--- src/sleep_wakeup_pkg.sv ---
// constants, register map and state type for the sleep and wake-up controller
package sleep_wakeup_pkg;

   // ------------------------------------------------------------------
   // register map (byte addresses on the bus)
   // ------------------------------------------------------------------
   localparam logic [7:0] CTRL_ADDR = 8'h00;   // control and mode bits
   localparam logic [7:0] INTEN_ADDR = 8'h04;  // per-source wake enables
   localparam logic [7:0] STATUS_ADDR = 8'h08; // power and wake status

   // ------------------------------------------------------------------
   // control register fields
   // ------------------------------------------------------------------
   localparam int CTRL_WDT_EN = 0;    // watchdog_timer enable
   localparam int CTRL_GIE = 1;       // global_interrupt_enable
   localparam int CTRL_MR_EN = 2;     // master_reset_pin function on
   localparam int CTRL_T1_ASYNC = 3;  // first_timer in asynchronous counter mode
   localparam int CTRL_RX_SSLAVE = 4; // serial receiver in synchronous slave mode
   localparam int CTRL_SSP_SLAVE = 5; // synchronous_serial_port in slave mode
   localparam int CTRL_ADC_RC = 6;    // converter clocked by its internal rc
   localparam int CTRL_WIDTH = 7;
   localparam logic [6:0] CTRL_RESET = 7'h04; // master reset pin on by default

   // ------------------------------------------------------------------
   // interrupt source positions (flags in, enables in inten)
   // ------------------------------------------------------------------
   localparam int SRC_EXT = 0;     // external_interrupt_pin
   localparam int SRC_IOC = 1;     // port-b interrupt-on-change
   localparam int SRC_CCP = 2;     // capture_compare_unit capture
   localparam int SRC_FIRST_TIMER = 3;    // first_timer overflow
   localparam int SRC_RX = 4;      // serial receive
   localparam int SRC_ADC = 5;     // conversion done
   localparam int SRC_SSP = 6;     // synchronous_serial_port
   localparam int SRC_CLOCKED = 7; // any source that needs an on-chip clock
   localparam int SRC_COUNT = 8;
   localparam logic [7:0] INTEN_RESET = 8'h00;

   // ------------------------------------------------------------------
   // status register fields
   // ------------------------------------------------------------------
   localparam int ST_PD = 0;       // power_down_flag
   localparam int ST_TO = 1;       // timeout_flag
   localparam int ST_ASLEEP = 2;   // currently in sleep
   localparam int ST_CAUSE_LO = 3; // last wake cause, two bits
   localparam logic [1:0] CAUSE_NONE = 2'h0;
   localparam logic [1:0] CAUSE_WDT = 2'h1;
   localparam logic [1:0] CAUSE_INT = 2'h2;

   // ------------------------------------------------------------------
   // core side constants
   // ------------------------------------------------------------------
   localparam int PC_WIDTH = 13;
   localparam logic [12:0] VECTOR_ADDR = 13'h0004; // interrupt vector
   localparam logic [12:0] PC_STEP = 13'h0001;     // prefetch offset

   // controller states
   typedef enum logic [1:0] {stRun, stSleep, stResume, stVector} sleep_state_t;

endpackage

--- src/sleep_wakeup_control.sv ---
// sleep entry, wake-up and power status control with its apb register file
//
// Register access over APB and the register offsets were chosen for this implementation.
`timescale 1ns/100ps

// Notes on behaviour
// - sleep instruction enters the low-power state
// - sleep entry clears watchdog, watchdog keeps running
// - sleep entry clears the power-down flag
// - sleep entry sets the time-out flag
// - oscillator driver off while asleep
// - io pins hold their drive state asleep
// - watchdog reset never pulls master reset pin
// - wake on reset pin, watchdog or interrupt
// - pin wake resets; others resume execution
// - power-down flag set at power-up
// - watchdog wake clears the time-out flag
// - first timer wakes only as asynchronous counter
// - receiver/serial port wake only in slave modes
// - conversion wakes only with internal rc clock
// - capture, change, pin wake; clocked sources never
// - sleep prefetches the instruction at pc plus one
// - wake needs source enable, regardless of global enable
// - global enable clear: continue after sleep
// - global enable set: next instruction, then vector
// - pending flag during sleep: complete, wake immediately
// - pending before sleep: sleep acts as no-op
module sleep_wakeup_control
   import sleep_wakeup_pkg::*;
(
   // clock and power-on reset
   input wire logic clk,
   input wire logic rst,
   // apb slave
   input wire logic psel,
   input wire logic penable,
   input wire logic pwrite,
   input wire logic [7:0] paddr,
   input wire logic [31:0] pwdata,
   output logic [31:0] prdata,
   output logic pready,
   output logic pslverr,
   // processor core
   input wire logic sleepExec,
   input wire logic [12:0] pcNow,
   output logic [12:0] prefetchAddr,
   output logic sleepNop,
   output logic resumeExec,
   output logic vectorBranch,
   output logic [12:0] vectorAddr,
   // wake sources
   input wire logic [7:0] intFlags,
   input wire logic masterResetPin_n,
   input wire logic wdtTimeout,
   // watchdog control
   output logic wdtRun,
   output logic wdtClear,
   // power and pins
   output logic oscDriveEn,
   output logic ioHold,
   output logic deviceReset,
   output logic resetPinOe
);

   // ------------------------------------------------------------------
   // state and registers
   // ------------------------------------------------------------------
   sleep_state_t state_q;            // controller state
   logic [6:0] ctrl_q;               // control register
   logic [7:0] intEn_q;              // wake enables
   logic pdFlag_q;                   // power_down_flag
   logic toFlag_q;                   // timeout_flag
   logic [1:0] cause_q;              // last wake cause
   logic [31:0] prdata_q;            // read data
   logic pready_q;                   // access acknowledge
   logic pslverr_q;                  // unmapped access
   logic [12:0] prefetchAddr_q;      // pc plus one
   logic sleepNop_q;                 // sleep taken as no-op
   logic resumeExec_q;               // continue program
   logic vectorBranch_q;             // jump to vector
   logic [12:0] vectorAddr_q;        // vector address
   logic wdtRun_q;                   // watchdog count enable
   logic wdtClear_q;                 // watchdog clear pulse
   logic oscDriveEn_q;               // oscillator driver on
   logic ioHold_q;                   // pin state freeze
   logic deviceReset_q;              // full device reset
   logic resetPinOe_q;               // reset pin pull-down enable

   // ------------------------------------------------------------------
   // decoded conditions
   // ------------------------------------------------------------------
   logic wdtEnable;      // watchdog enabled
   logic global_interrupt_enable;            // global interrupts on
   logic mrAsserted;     // reset pin held low with function on
   logic wdtFire;        // enabled watchdog expired
   logic enabledPend;    // any enabled flag set
   logic [7:0] wakeMask; // sources able to run without a clock
   logic wakePend;       // enabled flag from a sleep-capable source
   logic enterSleep;     // sleep really taken
   logic nopSleep;       // sleep degraded to no-op
   logic leaveSleep;     // any wake event while asleep
   logic access;         // apb access phase
   logic done;           // apb transfer completes this edge
   logic badAddr;        // address outside the map
   logic [31:0] rdMux;   // read data selection

   assign wdtEnable = ctrl_q[CTRL_WDT_EN];
   assign global_interrupt_enable = ctrl_q[CTRL_GIE];
   // the far side keeps the pin high while asleep, so low means a real reset
   assign mrAsserted = ctrl_q[CTRL_MR_EN] & ~masterResetPin_n;
   assign wdtFire = wdtEnable & wdtTimeout;
   assign enabledPend = |(intFlags & intEn_q);

   // sleep-capable sources; clocked ones are dead while the oscillator stops
   always_comb begin
      wakeMask = 8'h00;
      wakeMask[SRC_EXT] = 1'b1;
      wakeMask[SRC_IOC] = 1'b1;
      wakeMask[SRC_CCP] = 1'b1;
      wakeMask[SRC_FIRST_TIMER] = ctrl_q[CTRL_T1_ASYNC];
      wakeMask[SRC_RX] = ctrl_q[CTRL_RX_SSLAVE];
      wakeMask[SRC_SSP] = ctrl_q[CTRL_SSP_SLAVE];
      wakeMask[SRC_ADC] = ctrl_q[CTRL_ADC_RC];
      wakeMask[SRC_CLOCKED] = 1'b0;
   end

   // individual enables gate the wake, the global enable does not
   assign wakePend = |(intFlags & intEn_q & wakeMask);

   // pending enabled flag at the sleep instruction turns it into a no-op
   assign nopSleep = (state_q == stRun) & sleepExec & enabledPend
                     & ~mrAsserted & ~wdtFire;
   assign enterSleep = (state_q == stRun) & sleepExec & ~enabledPend
                       & ~mrAsserted & ~wdtFire;
   assign leaveSleep = (state_q == stSleep) & (mrAsserted | wdtFire | wakePend);

   // ------------------------------------------------------------------
   // controller state machine
   // ------------------------------------------------------------------
   // priority while asleep: reset pin, then watchdog, then interrupts
   always_ff @(posedge clk) begin
      if (rst) begin
         state_q <= stRun;
      end else begin
         case (state_q)
            stRun: begin
               if (enterSleep) begin
                  state_q <= stSleep;
               end
            end
            stSleep: begin
               if (mrAsserted) begin
                  state_q <= stRun;
               end else if (wdtFire | wakePend) begin
                  // sleep was completed on entry, wake at once
                  state_q <= stResume;
               end
            end
            stResume: begin
               // instruction after sleep runs first either way
               if (global_interrupt_enable) begin
                  state_q <= stVector;
               end else begin
                  state_q <= stRun;
               end
            end
            default: begin
               state_q <= stRun;
            end
         endcase
      end
   end

   // ------------------------------------------------------------------
   // power status flags
   // ------------------------------------------------------------------
   // power-on sets pd; only hardware changes these flags
   always_ff @(posedge clk) begin
      if (rst) begin
         pdFlag_q <= 1'b1;
      end else if (enterSleep) begin
         pdFlag_q <= 1'b0;
      end
   end

   // to is set on sleep, cleared by a watchdog expiry unless the reset pin is asserted
   always_ff @(posedge clk) begin
      if (rst) begin
         toFlag_q <= 1'b1;
      end else if (enterSleep) begin
         toFlag_q <= 1'b1;
      end else if (wdtFire & ~mrAsserted) begin
         toFlag_q <= 1'b0;
      end
   end

   // wake cause kept for software
   always_ff @(posedge clk) begin
      if (rst) begin
         cause_q <= CAUSE_NONE;
      end else if (leaveSleep & ~mrAsserted) begin
         cause_q <= wdtFire ? CAUSE_WDT : CAUSE_INT;
      end else if (enterSleep) begin
         cause_q <= CAUSE_NONE;
      end
   end

   // ------------------------------------------------------------------
   // oscillator and pin hold
   // ------------------------------------------------------------------
   // this block sits on the always-on side, so it still sees its clock
   always_ff @(posedge clk) begin
      if (rst) begin
         oscDriveEn_q <= 1'b1;
         ioHold_q <= 1'b0;
      end else if (enterSleep) begin
         oscDriveEn_q <= 1'b0;
         ioHold_q <= 1'b1;
      end else if (leaveSleep) begin
         oscDriveEn_q <= 1'b1;
         ioHold_q <= 1'b0;
      end
   end

   // ------------------------------------------------------------------
   // watchdog control
   // ------------------------------------------------------------------
   // clear on entry with the watchdog enabled and on every wake; run is never gated by sleep
   always_ff @(posedge clk) begin
      if (rst) begin
         wdtClear_q <= 1'b0;
         wdtRun_q <= 1'b0;
      end else begin
         wdtClear_q <= (enterSleep & wdtEnable) | leaveSleep;
         wdtRun_q <= wdtEnable;
      end
   end

   // ------------------------------------------------------------------
   // resets
   // ------------------------------------------------------------------
   // reset pin gives a full reset, watchdog while awake too
   always_ff @(posedge clk) begin
      if (rst) begin
         deviceReset_q <= 1'b0;
      end else begin
         deviceReset_q <= mrAsserted | ((state_q != stSleep) & wdtFire);
      end
   end

   // the reset pin is input only: a watchdog reset stays internal
   always_ff @(posedge clk) begin
      if (rst) begin
         resetPinOe_q <= 1'b0;
      end else begin
         resetPinOe_q <= 1'b0;
      end
   end

   // ------------------------------------------------------------------
   // core handshake
   // ------------------------------------------------------------------
   // next word is fetched while sleep executes
   always_ff @(posedge clk) begin
      if (rst) begin
         prefetchAddr_q <= 13'h0000;
      end else if ((state_q == stRun) & sleepExec) begin
         prefetchAddr_q <= pcNow + PC_STEP;
      end
   end

   // single-cycle notices to the core
   always_ff @(posedge clk) begin
      if (rst) begin
         sleepNop_q <= 1'b0;
         resumeExec_q <= 1'b0;
         vectorBranch_q <= 1'b0;
         vectorAddr_q <= 13'h0000;
      end else begin
         sleepNop_q <= nopSleep;
         resumeExec_q <= (state_q == stResume);
         vectorBranch_q <= (state_q == stVector);
         vectorAddr_q <= VECTOR_ADDR;
      end
   end

   // ------------------------------------------------------------------
   // apb slave
   // ------------------------------------------------------------------
   assign access = psel & penable;
   assign done = access & pready_q;
   assign badAddr = (paddr != CTRL_ADDR) & (paddr != INTEN_ADDR)
                    & (paddr != STATUS_ADDR);

   // read data selection, unused bits zero
   always_comb begin
      rdMux = 32'h0000_0000;
      if (paddr == CTRL_ADDR) begin
         rdMux[6:0] = ctrl_q;
      end else if (paddr == INTEN_ADDR) begin
         rdMux[7:0] = intEn_q;
      end else if (paddr == STATUS_ADDR) begin
         rdMux[ST_PD] = pdFlag_q;
         rdMux[ST_TO] = toFlag_q;
         rdMux[ST_ASLEEP] = (state_q == stSleep);
         rdMux[ST_CAUSE_LO +: 2] = cause_q;
      end
   end

   // one wait state: answer is registered so outputs come from flops
   always_ff @(posedge clk) begin
      if (rst) begin
         pready_q <= 1'b0;
         pslverr_q <= 1'b0;
         prdata_q <= 32'h0000_0000;
      end else begin
         pready_q <= access & ~pready_q;
         pslverr_q <= access & ~pready_q & badAddr;
         if (access & ~pready_q & ~pwrite) begin
            prdata_q <= rdMux;
         end
      end
   end

   // writes land on the completing edge; status is read only
   always_ff @(posedge clk) begin
      if (rst) begin
         ctrl_q <= CTRL_RESET;
         intEn_q <= INTEN_RESET;
      end else if (done & pwrite) begin
         if (paddr == CTRL_ADDR) begin
            ctrl_q <= pwdata[6:0];
         end else if (paddr == INTEN_ADDR) begin
            intEn_q <= pwdata[7:0];
         end
      end
   end

   // ------------------------------------------------------------------
   // outputs
   // ------------------------------------------------------------------
   assign prdata = prdata_q;
   assign pready = pready_q;
   assign pslverr = pslverr_q;
   assign prefetchAddr = prefetchAddr_q;
   assign sleepNop = sleepNop_q;
   assign resumeExec = resumeExec_q;
   assign vectorBranch = vectorBranch_q;
   assign vectorAddr = vectorAddr_q;
   assign wdtRun = wdtRun_q;
   assign wdtClear = wdtClear_q;
   assign oscDriveEn = oscDriveEn_q;
   assign ioHold = ioHold_q;
   assign deviceReset = deviceReset_q;
   assign resetPinOe = resetPinOe_q;

   logic [12:0] pcPlusOne; // helper for prefetch check
   assign pcPlusOne = pcNow + PC_STEP;
endmodule

--- config.mk ---
export PLATFORM = sky130hd
export DESIGN_NAME = sleep_wakeup_control
export DESIGN_NICKNAME = d
export VERILOG_FILES = /design/src/sleep_wakeup_pkg.sv /design/src/sleep_wakeup_control.sv
export SDC_FILE = /design/constraint.sdc
export NUM_CORES = 1
export LEC_CHECK = 0
export BUFFER_PORTS_ARGS = -buffer_cell sky130_fd_sc_hd__buf_2
export CAP_MARGIN = 10
export CORE_MARGIN = 2
export CORE_UTILIZATION = 25
export DETAILED_ROUTE_END_ITERATION = 7
export PLACE_DENSITY = 0.58
export SLEW_MARGIN = 25
export SYNTH_ARGS = -nofsm -noshare
export SYNTH_HDL_FRONTEND = slang
export SYNTH_SLANG_ARGS = --single-unit
--- constraint.sdc ---
create_clock -name clk -period 2.4 [get_ports clk]
set_input_delay 0.48 -clock clk [delete_from_list [all_inputs] [get_ports clk]]
set_output_delay 0.48 -clock clk [all_outputs]
set_load 0.005 [all_outputs]
==> metrics.yaml, run 1 <==
fin_util_pct: 30.3
area_growth_syn_to_layout_pct: 18.5
fillerInstances: 1142
setup.worst_path.end_class: "flip-flop"
syn_area_per_cell_um2: 9.05
hpwl_mm: 4.80
synth_cells: 289
cts-buffers-inserted: 5
post_place_cell_area_um2: 3020
critical-path-top-delay-family: "simple AND/OR/NAND/NOR gates"
layout_worst_path_cycle_share_pct: 68.7
max_slew_margin_pct: 64.4
grt_max_degree: 37
drive_above_1_share_pct: 26.0
cp.required_ns: 2.63
grt_remaining_overflow: 0
crit_buf_inv: 2
yosysSeqAreaShare_pct: 40.6
postLayoutSetupSlackWorst_ns: 0.750
clk_lat_worst_skew_ns: 0.30
ctsRootBufferMaster: "sky130_fd_sc_hd__clkbuf_8"
report.final.slew_viol_count: 0
clockBufferDepth: 2
layout_common_cells: "sky130_fd_sc_hd__buf_2 (76), sky130_fd_sc_hd__dfxtp_1 (53), sky130_fd_sc_hd__conb_1 (37)"
fp.dieArea_um2: 11300
drcViolationCount: 0
gr-usage-all-layers_pct: 10.8
yosys_warnings: 0
core.rowCount: 37
synth.top_cell.area_share_pct: 40.6
dp_cells: 494
worst_hold_margin_ns: 0.389
final_net_count: 435
max_cap_violations: 0
floorplan.die.height_um: 106
layout.cells.most_common: "sky130_fd_sc_hd__buf_2"
place_worst_setup_slack_ns: 0.411
synth.ff_latch_count: 53
wl_mm: 6.21
drt_iter0_drc: 94
power.ir.vdd_worst_v: 0.000237
power.switching_fraction_pct: 25.9
fmax_mhz: 606
synth_enable_flop_cells: 0
post-cts-setup-buffers: 0
critPathLaunchType: "primary input"
min-delay-path-class: "primary input to flip-flop"
grt_pass1_wl_mm: 9.67
worst_path_largest_cell_delay_ns: 0.56
critical_path_class: "primary input to flip-flop"
static-leakage-power_nw: 1.41
fin_area_um2: 3100
firstDrtPassIters: 4
comb_power_share_pct: 12.6
first_global_vias: 2023
floorplan.initialDensity_pct: 25.6
pwr_density_cell_nw_per_um2: 521
timing_worst_slew_pin_value_ns: 0.530
finalSetupViolations: 0
critical-path-slowest-cell: "sky130_fd_sc_hd__or4_4"
route.detailed.vias_per_inst: 4.39
sequentialPowerShare_pct: 57.1
finalClockSkew_ns: 0.00455
grt_antenna_before_repair: 1
final_hold_viol_count: 0
number_of_top_level_pins: 138
cts_tree: "yes"
clk_pin_slew_worst_paths_ns: 0.09
internal-power_mw: 1.20
core-area_um2: 10200
wire_per_inst_um: 12.4
synth_area_um2: 2620
cts_repair_resize_count: 0
status: "completed"
postRouteAntennaNets: 0
finalPower_mw: 1.61
synth-async-reset-ratio_pct: 0
die_width_um: 106
share_clk_of_total_power_pct: 30.3
fin_setup_tns_ns: 0
gp_congestion: 0.808
critical_path.cell_chain: "buf_2 -> or4_4 -> nor4_4 -> and3b_1 -> buf_4 -> mux2i_1"
cts_hold_buffers: 0
cts_num_sinks: 53
layout_min_cycle_time_ns: 1.65
timing.critical_path.arrival_ns: 1.88
rsz_0062_raised_after_global_routing: "false"
switching_power_mw: 0.418
antenna_cells_inserted: 0
dominant_synthesized_flop_cell: "sky130_fd_sc_hd__dfxtp_1"
critPathMaxFanout: 7
finalNonFillerCells: 502
netlist.top_cell.by_area: "sky130_fd_sc_hd__dfxtp_1"
main_area_contributors_after_synthesis: "sky130_fd_sc_hd__dfxtp_1 (41%), sky130_fd_sc_hd__buf_4 (11%), sky130_fd_sc_hd__mux2i_1 (8.8%), sky130_fd_sc_hd__nand2_1 (4.6%), sky130_fd_sc_hd__xor2_1 (3.3%)"
portBuffers: 76
ctsHtreeMaxLevel: 2
synth_cell_type_count: 43
vias: 2203
kinds of logic after synthesis:
family | synth area share, %
buffers and inverters | 12.9
flip-flops | 40.6
multiplexers | 8.80
adder cells (fa/ha/maj) | 0.478
AO/OA/AOI/OAI | 13.2
XOR/XNOR | 3.68
other | 0.143
AND/OR/NAND/NOR | 20.2
path summary, 6_finish.rpt:
check	from	end	slack, ns	depth (start not counted)
worst max-delay path	paddr[5]	ctrl_q[3]	0.75	6
worst min-delay path	pcNow[0]	prefetchAddr[0]	0.39	2
worst max register to register	intEn_q[0]	cause_q[0]	0.82	4
worst min register to register	prdata[7]	prdata[7]	0.45	2
power by group through the flow:
stage / clock network (mW) / logic, mW / registers (mW)
2_1_floorplan: 0 / 0.147 / 0.944
3_3_place_gp: 0 / 0.201 / 0.941
3_5_place_dp: 0 / 0.204 / 0.942
4_1_cts: 0.513 / 0.204 / 0.922
5_1_grt: 0.548 / 0.230 / 0.926
6_report: 0.489 / 0.203 / 0.922
synthesized netlist by cell type (8+ instances only):
cell type and n:
sky130_fd_sc_hd__a21oi_1 13, sky130_fd_sc_hd__o21ai_0 10, sky130_fd_sc_hd__dfxtp_1 53, sky130_fd_sc_hd__mux2i_1 23, sky130_fd_sc_hd__xor2_1 10, sky130_fd_sc_hd__nand2_1 32
sky130_fd_sc_hd__a22oi_1 8, sky130_fd_sc_hd__nand3_1 13, sky130_fd_sc_hd__nor2_1 21, sky130_fd_sc_hd__buf_4 37, sky130_fd_sc_hd__clkbuf_1 10
final cells by class:
class	instances	area, um^2	share of cell area (%)
Multi-Input combinational cell	221	1350	43.6
Timing Repair Buffer	82	425	13.7
Sequential cell	53	1060	34.2
Inverter	2	7.51	0.242
Tap cell	136	170	5.49
Clock inverter	2	10.0	0.323
Clock buffer	6	72.6	2.34
metal layers:
metal / part of all wire [%] / up-vias / wire length [um] / global-route usage, %
met5: 0.27 / - / 17 / 0
met4: 0.71 / 2 / 44 / 2.82
met3: 9.0 / 7 / 559 / 3.43
met2: 45 / 95 / 2820 / 18.5
met1: 45 / 994 / 2770 / 13.1
li1: - / 1105 / - / -
sequential cells by signal, summed over array words and instances, names as in the netlist, 2 cells and up:
signal,cells
ctrl_q,7
state_q,2
prdata,8
prefetchAddr,13
intEn_q,8
cause_q,2
Power figures use the tool's default switching activity.
==> inputs of run 2 (changes only) <==
- clock period: 2.4 -> 1.57 ns (I/O delays scaled with it)
==> run 2 against run 1 <==
- largest cell class unchanged
- core utilization is 1.1 points higher
- non-clock buffer count is 11 higher
- first-iteration DRC count shrank 21%
- via count grew 1.5%
- cell count increased by 2.2%
- die area unchanged
- hold slack worse by 0.15 ns
==> metrics.yaml, run 2 (same netlist as run 1, synthesis figures left out) <==
status: "completed"
fp.dieArea_um2: 11300
sequentialPowerShare_pct: 56.6
cts_num_sinks: 53
finalClockSkew_ns: 0.00805
clockBufferDepth: 2
portBuffers: 76
critical_path_class: "flip-flop to flip-flop"
layout.cells.most_common: "sky130_fd_sc_hd__buf_2"
clk_pin_slew_worst_paths_ns: 0.10
comb_power_share_pct: 13.2
cts-buffers-inserted: 5
core-area_um2: 10200
gp_congestion: 0.809
internal-power_mw: 1.84
antenna_cells_inserted: 0
report.final.slew_viol_count: 0
power.ir.vdd_worst_v: 0.000314
finalNonFillerCells: 513
fin_util_pct: 31.4
pwr_density_cell_nw_per_um2: 774
timing.critical_path.arrival_ns: 1.73
postLayoutSetupSlackWorst_ns: 0.0433
min-delay-path-class: "primary input to flip-flop"
cp.required_ns: 1.78
grt_pass1_wl_mm: 10.3
grt_antenna_before_repair: 1
power.switching_fraction_pct: 26.1
layout_min_cycle_time_ns: 1.53
drive_above_1_share_pct: 28.9
vias: 2235
die_width_um: 106
cts_tree: "yes"
route.detailed.vias_per_inst: 4.36
area_growth_syn_to_layout_pct: 22.9
finalSetupViolations: 0
critPathMaxFanout: 3
hpwl_mm: 5.03
finalPower_mw: 2.49
setup.worst_path.end_class: "flip-flop"
layout_worst_path_cycle_share_pct: 97.2
final_net_count: 446
firstDrtPassIters: 4
dp_cells: 505
switching_power_mw: 0.649
grt_remaining_overflow: 0
drt_iter0_drc: 74
gr-usage-all-layers_pct: 11.4
fillerInstances: 1107
drcViolationCount: 0
grt_max_degree: 34
postRouteAntennaNets: 0
number_of_top_level_pins: 138
fmax_mhz: 655
max_cap_violations: 0
static-leakage-power_nw: 1.47
core.rowCount: 37
critPathLaunchType: "flip-flop"
wire_per_inst_um: 12.5
layout_common_cells: "sky130_fd_sc_hd__buf_2 (76), sky130_fd_sc_hd__dfxtp_1 (52), sky130_fd_sc_hd__conb_1 (37)"
place_worst_setup_slack_ns: -0.223
largest_reg_flops: 13
worst_hold_margin_ns: 0.237
first_global_vias: 2147
rsz_0062_raised_after_global_routing: "true"
clk_lat_worst_skew_ns: 0.31
final_hold_viol_count: 0
floorplan.initialDensity_pct: 25.6
share_clk_of_total_power_pct: 30.2
ctsRootBufferMaster: "sky130_fd_sc_hd__clkbuf_8"
ctsHtreeMaxLevel: 2
wl_mm: 6.40
floorplan.die.height_um: 106
## run 2: cell types whose count changed in the layout (fill, tap and decap cells not counted)
cell / change
sky130_fd_sc_hd__buf_12: +2
sky130_fd_sc_hd__buf_4: +9
sky130_fd_sc_hd__dfxtp_1: -1
sky130_fd_sc_hd__dfxtp_2: +1
sky130_fd_sc_hd__nand2_1: -1
sky130_fd_sc_hd__nand2_2: +1
sky130_fd_sc_hd__o21ai_0: -2
sky130_fd_sc_hd__o21ai_1: +1
sky130_fd_sc_hd__o21ai_2: +1
## run 2: path summary, 6_finish.rpt
| kind | start | end | slack (ns) | depth (start not counted) |
|---|---|---|---|---|
| worst min-delay path | pwdata[7] | intEn_q[7] | 0.24 | 3 |
| worst min register to register | prdata[7] | prdata[7] | 0.46 | 2 |
| worst max-delay path | intEn_q[0] | cause_q[1] | 0.04 | 4 |
| worst max register to register | intEn_q[0] | cause_q[1] | 0.04 | 4 |
## run 2: repair_timing
| item | CTS | global route |
|---|---|---|
| pin swaps | 0 | 3 |
| setup endpoints to repair | 2 | 6 |
| setup buffers | 0 | 0 |
| gates resized for setup | 1 | 4 |
| hold endpoints to repair | 0 | 0 |
| hold buffers | 0 | 0 |
## run 2: area by class of cell
cell class                 instances  area [um^2]  share of cell area [%]
multi-input combinational        221         1360                    42.3
sequential                        53         1060                    33.0
clock buffer                       6         72.6                    2.26
timing repair buffer              93          533                    16.6
clock inverter                     2         10.0                   0.311
tap                              136          170                    5.29
inverter                           2         7.51                   0.234
## run 2: critical path: stages (launching register included)
cell	delay, ns
sky130_fd_sc_hd__dfxtp_2	0.33
sky130_fd_sc_hd__a222oi_1	0.39
sky130_fd_sc_hd__nand3_1	0.24
sky130_fd_sc_hd__o211a_1	0.27
sky130_fd_sc_hd__a41o_1	0.19
## run 2: power groups by stage
stage	Clock [mW]	Sequential, mW	Combinational, mW
2_1_floorplan	0	1.44	0.225
3_5_place_dp	0	1.44	0.329
6_report	0.752	1.41	0.328
4_1_cts	0.787	1.41	0.330
5_1_grt	0.842	1.41	0.371
3_3_place_gp	0	1.44	0.322
## run 2: routing by layer
metal | vias up | track usage, % | wire, um
met5 | - | 0 | 11
met4 | 2 | 3.95 | 83
met3 | 9 | 3.49 | 543
met2 | 86 | 19.0 | 2920
met1 | 1012 | 13.9 | 2840
li1 | 1126 | - | -
## run 2: through the flow
stage	cell area, um^2	setup TNS, ns
2_1_floorplan	2750	-1.34
3_3_place_gp	3120	-3.79
3_5_place_dp	3120	-4.32
4_1_cts	3210	0
5_1_grt	3210	-0.0414
6_report	3210	0
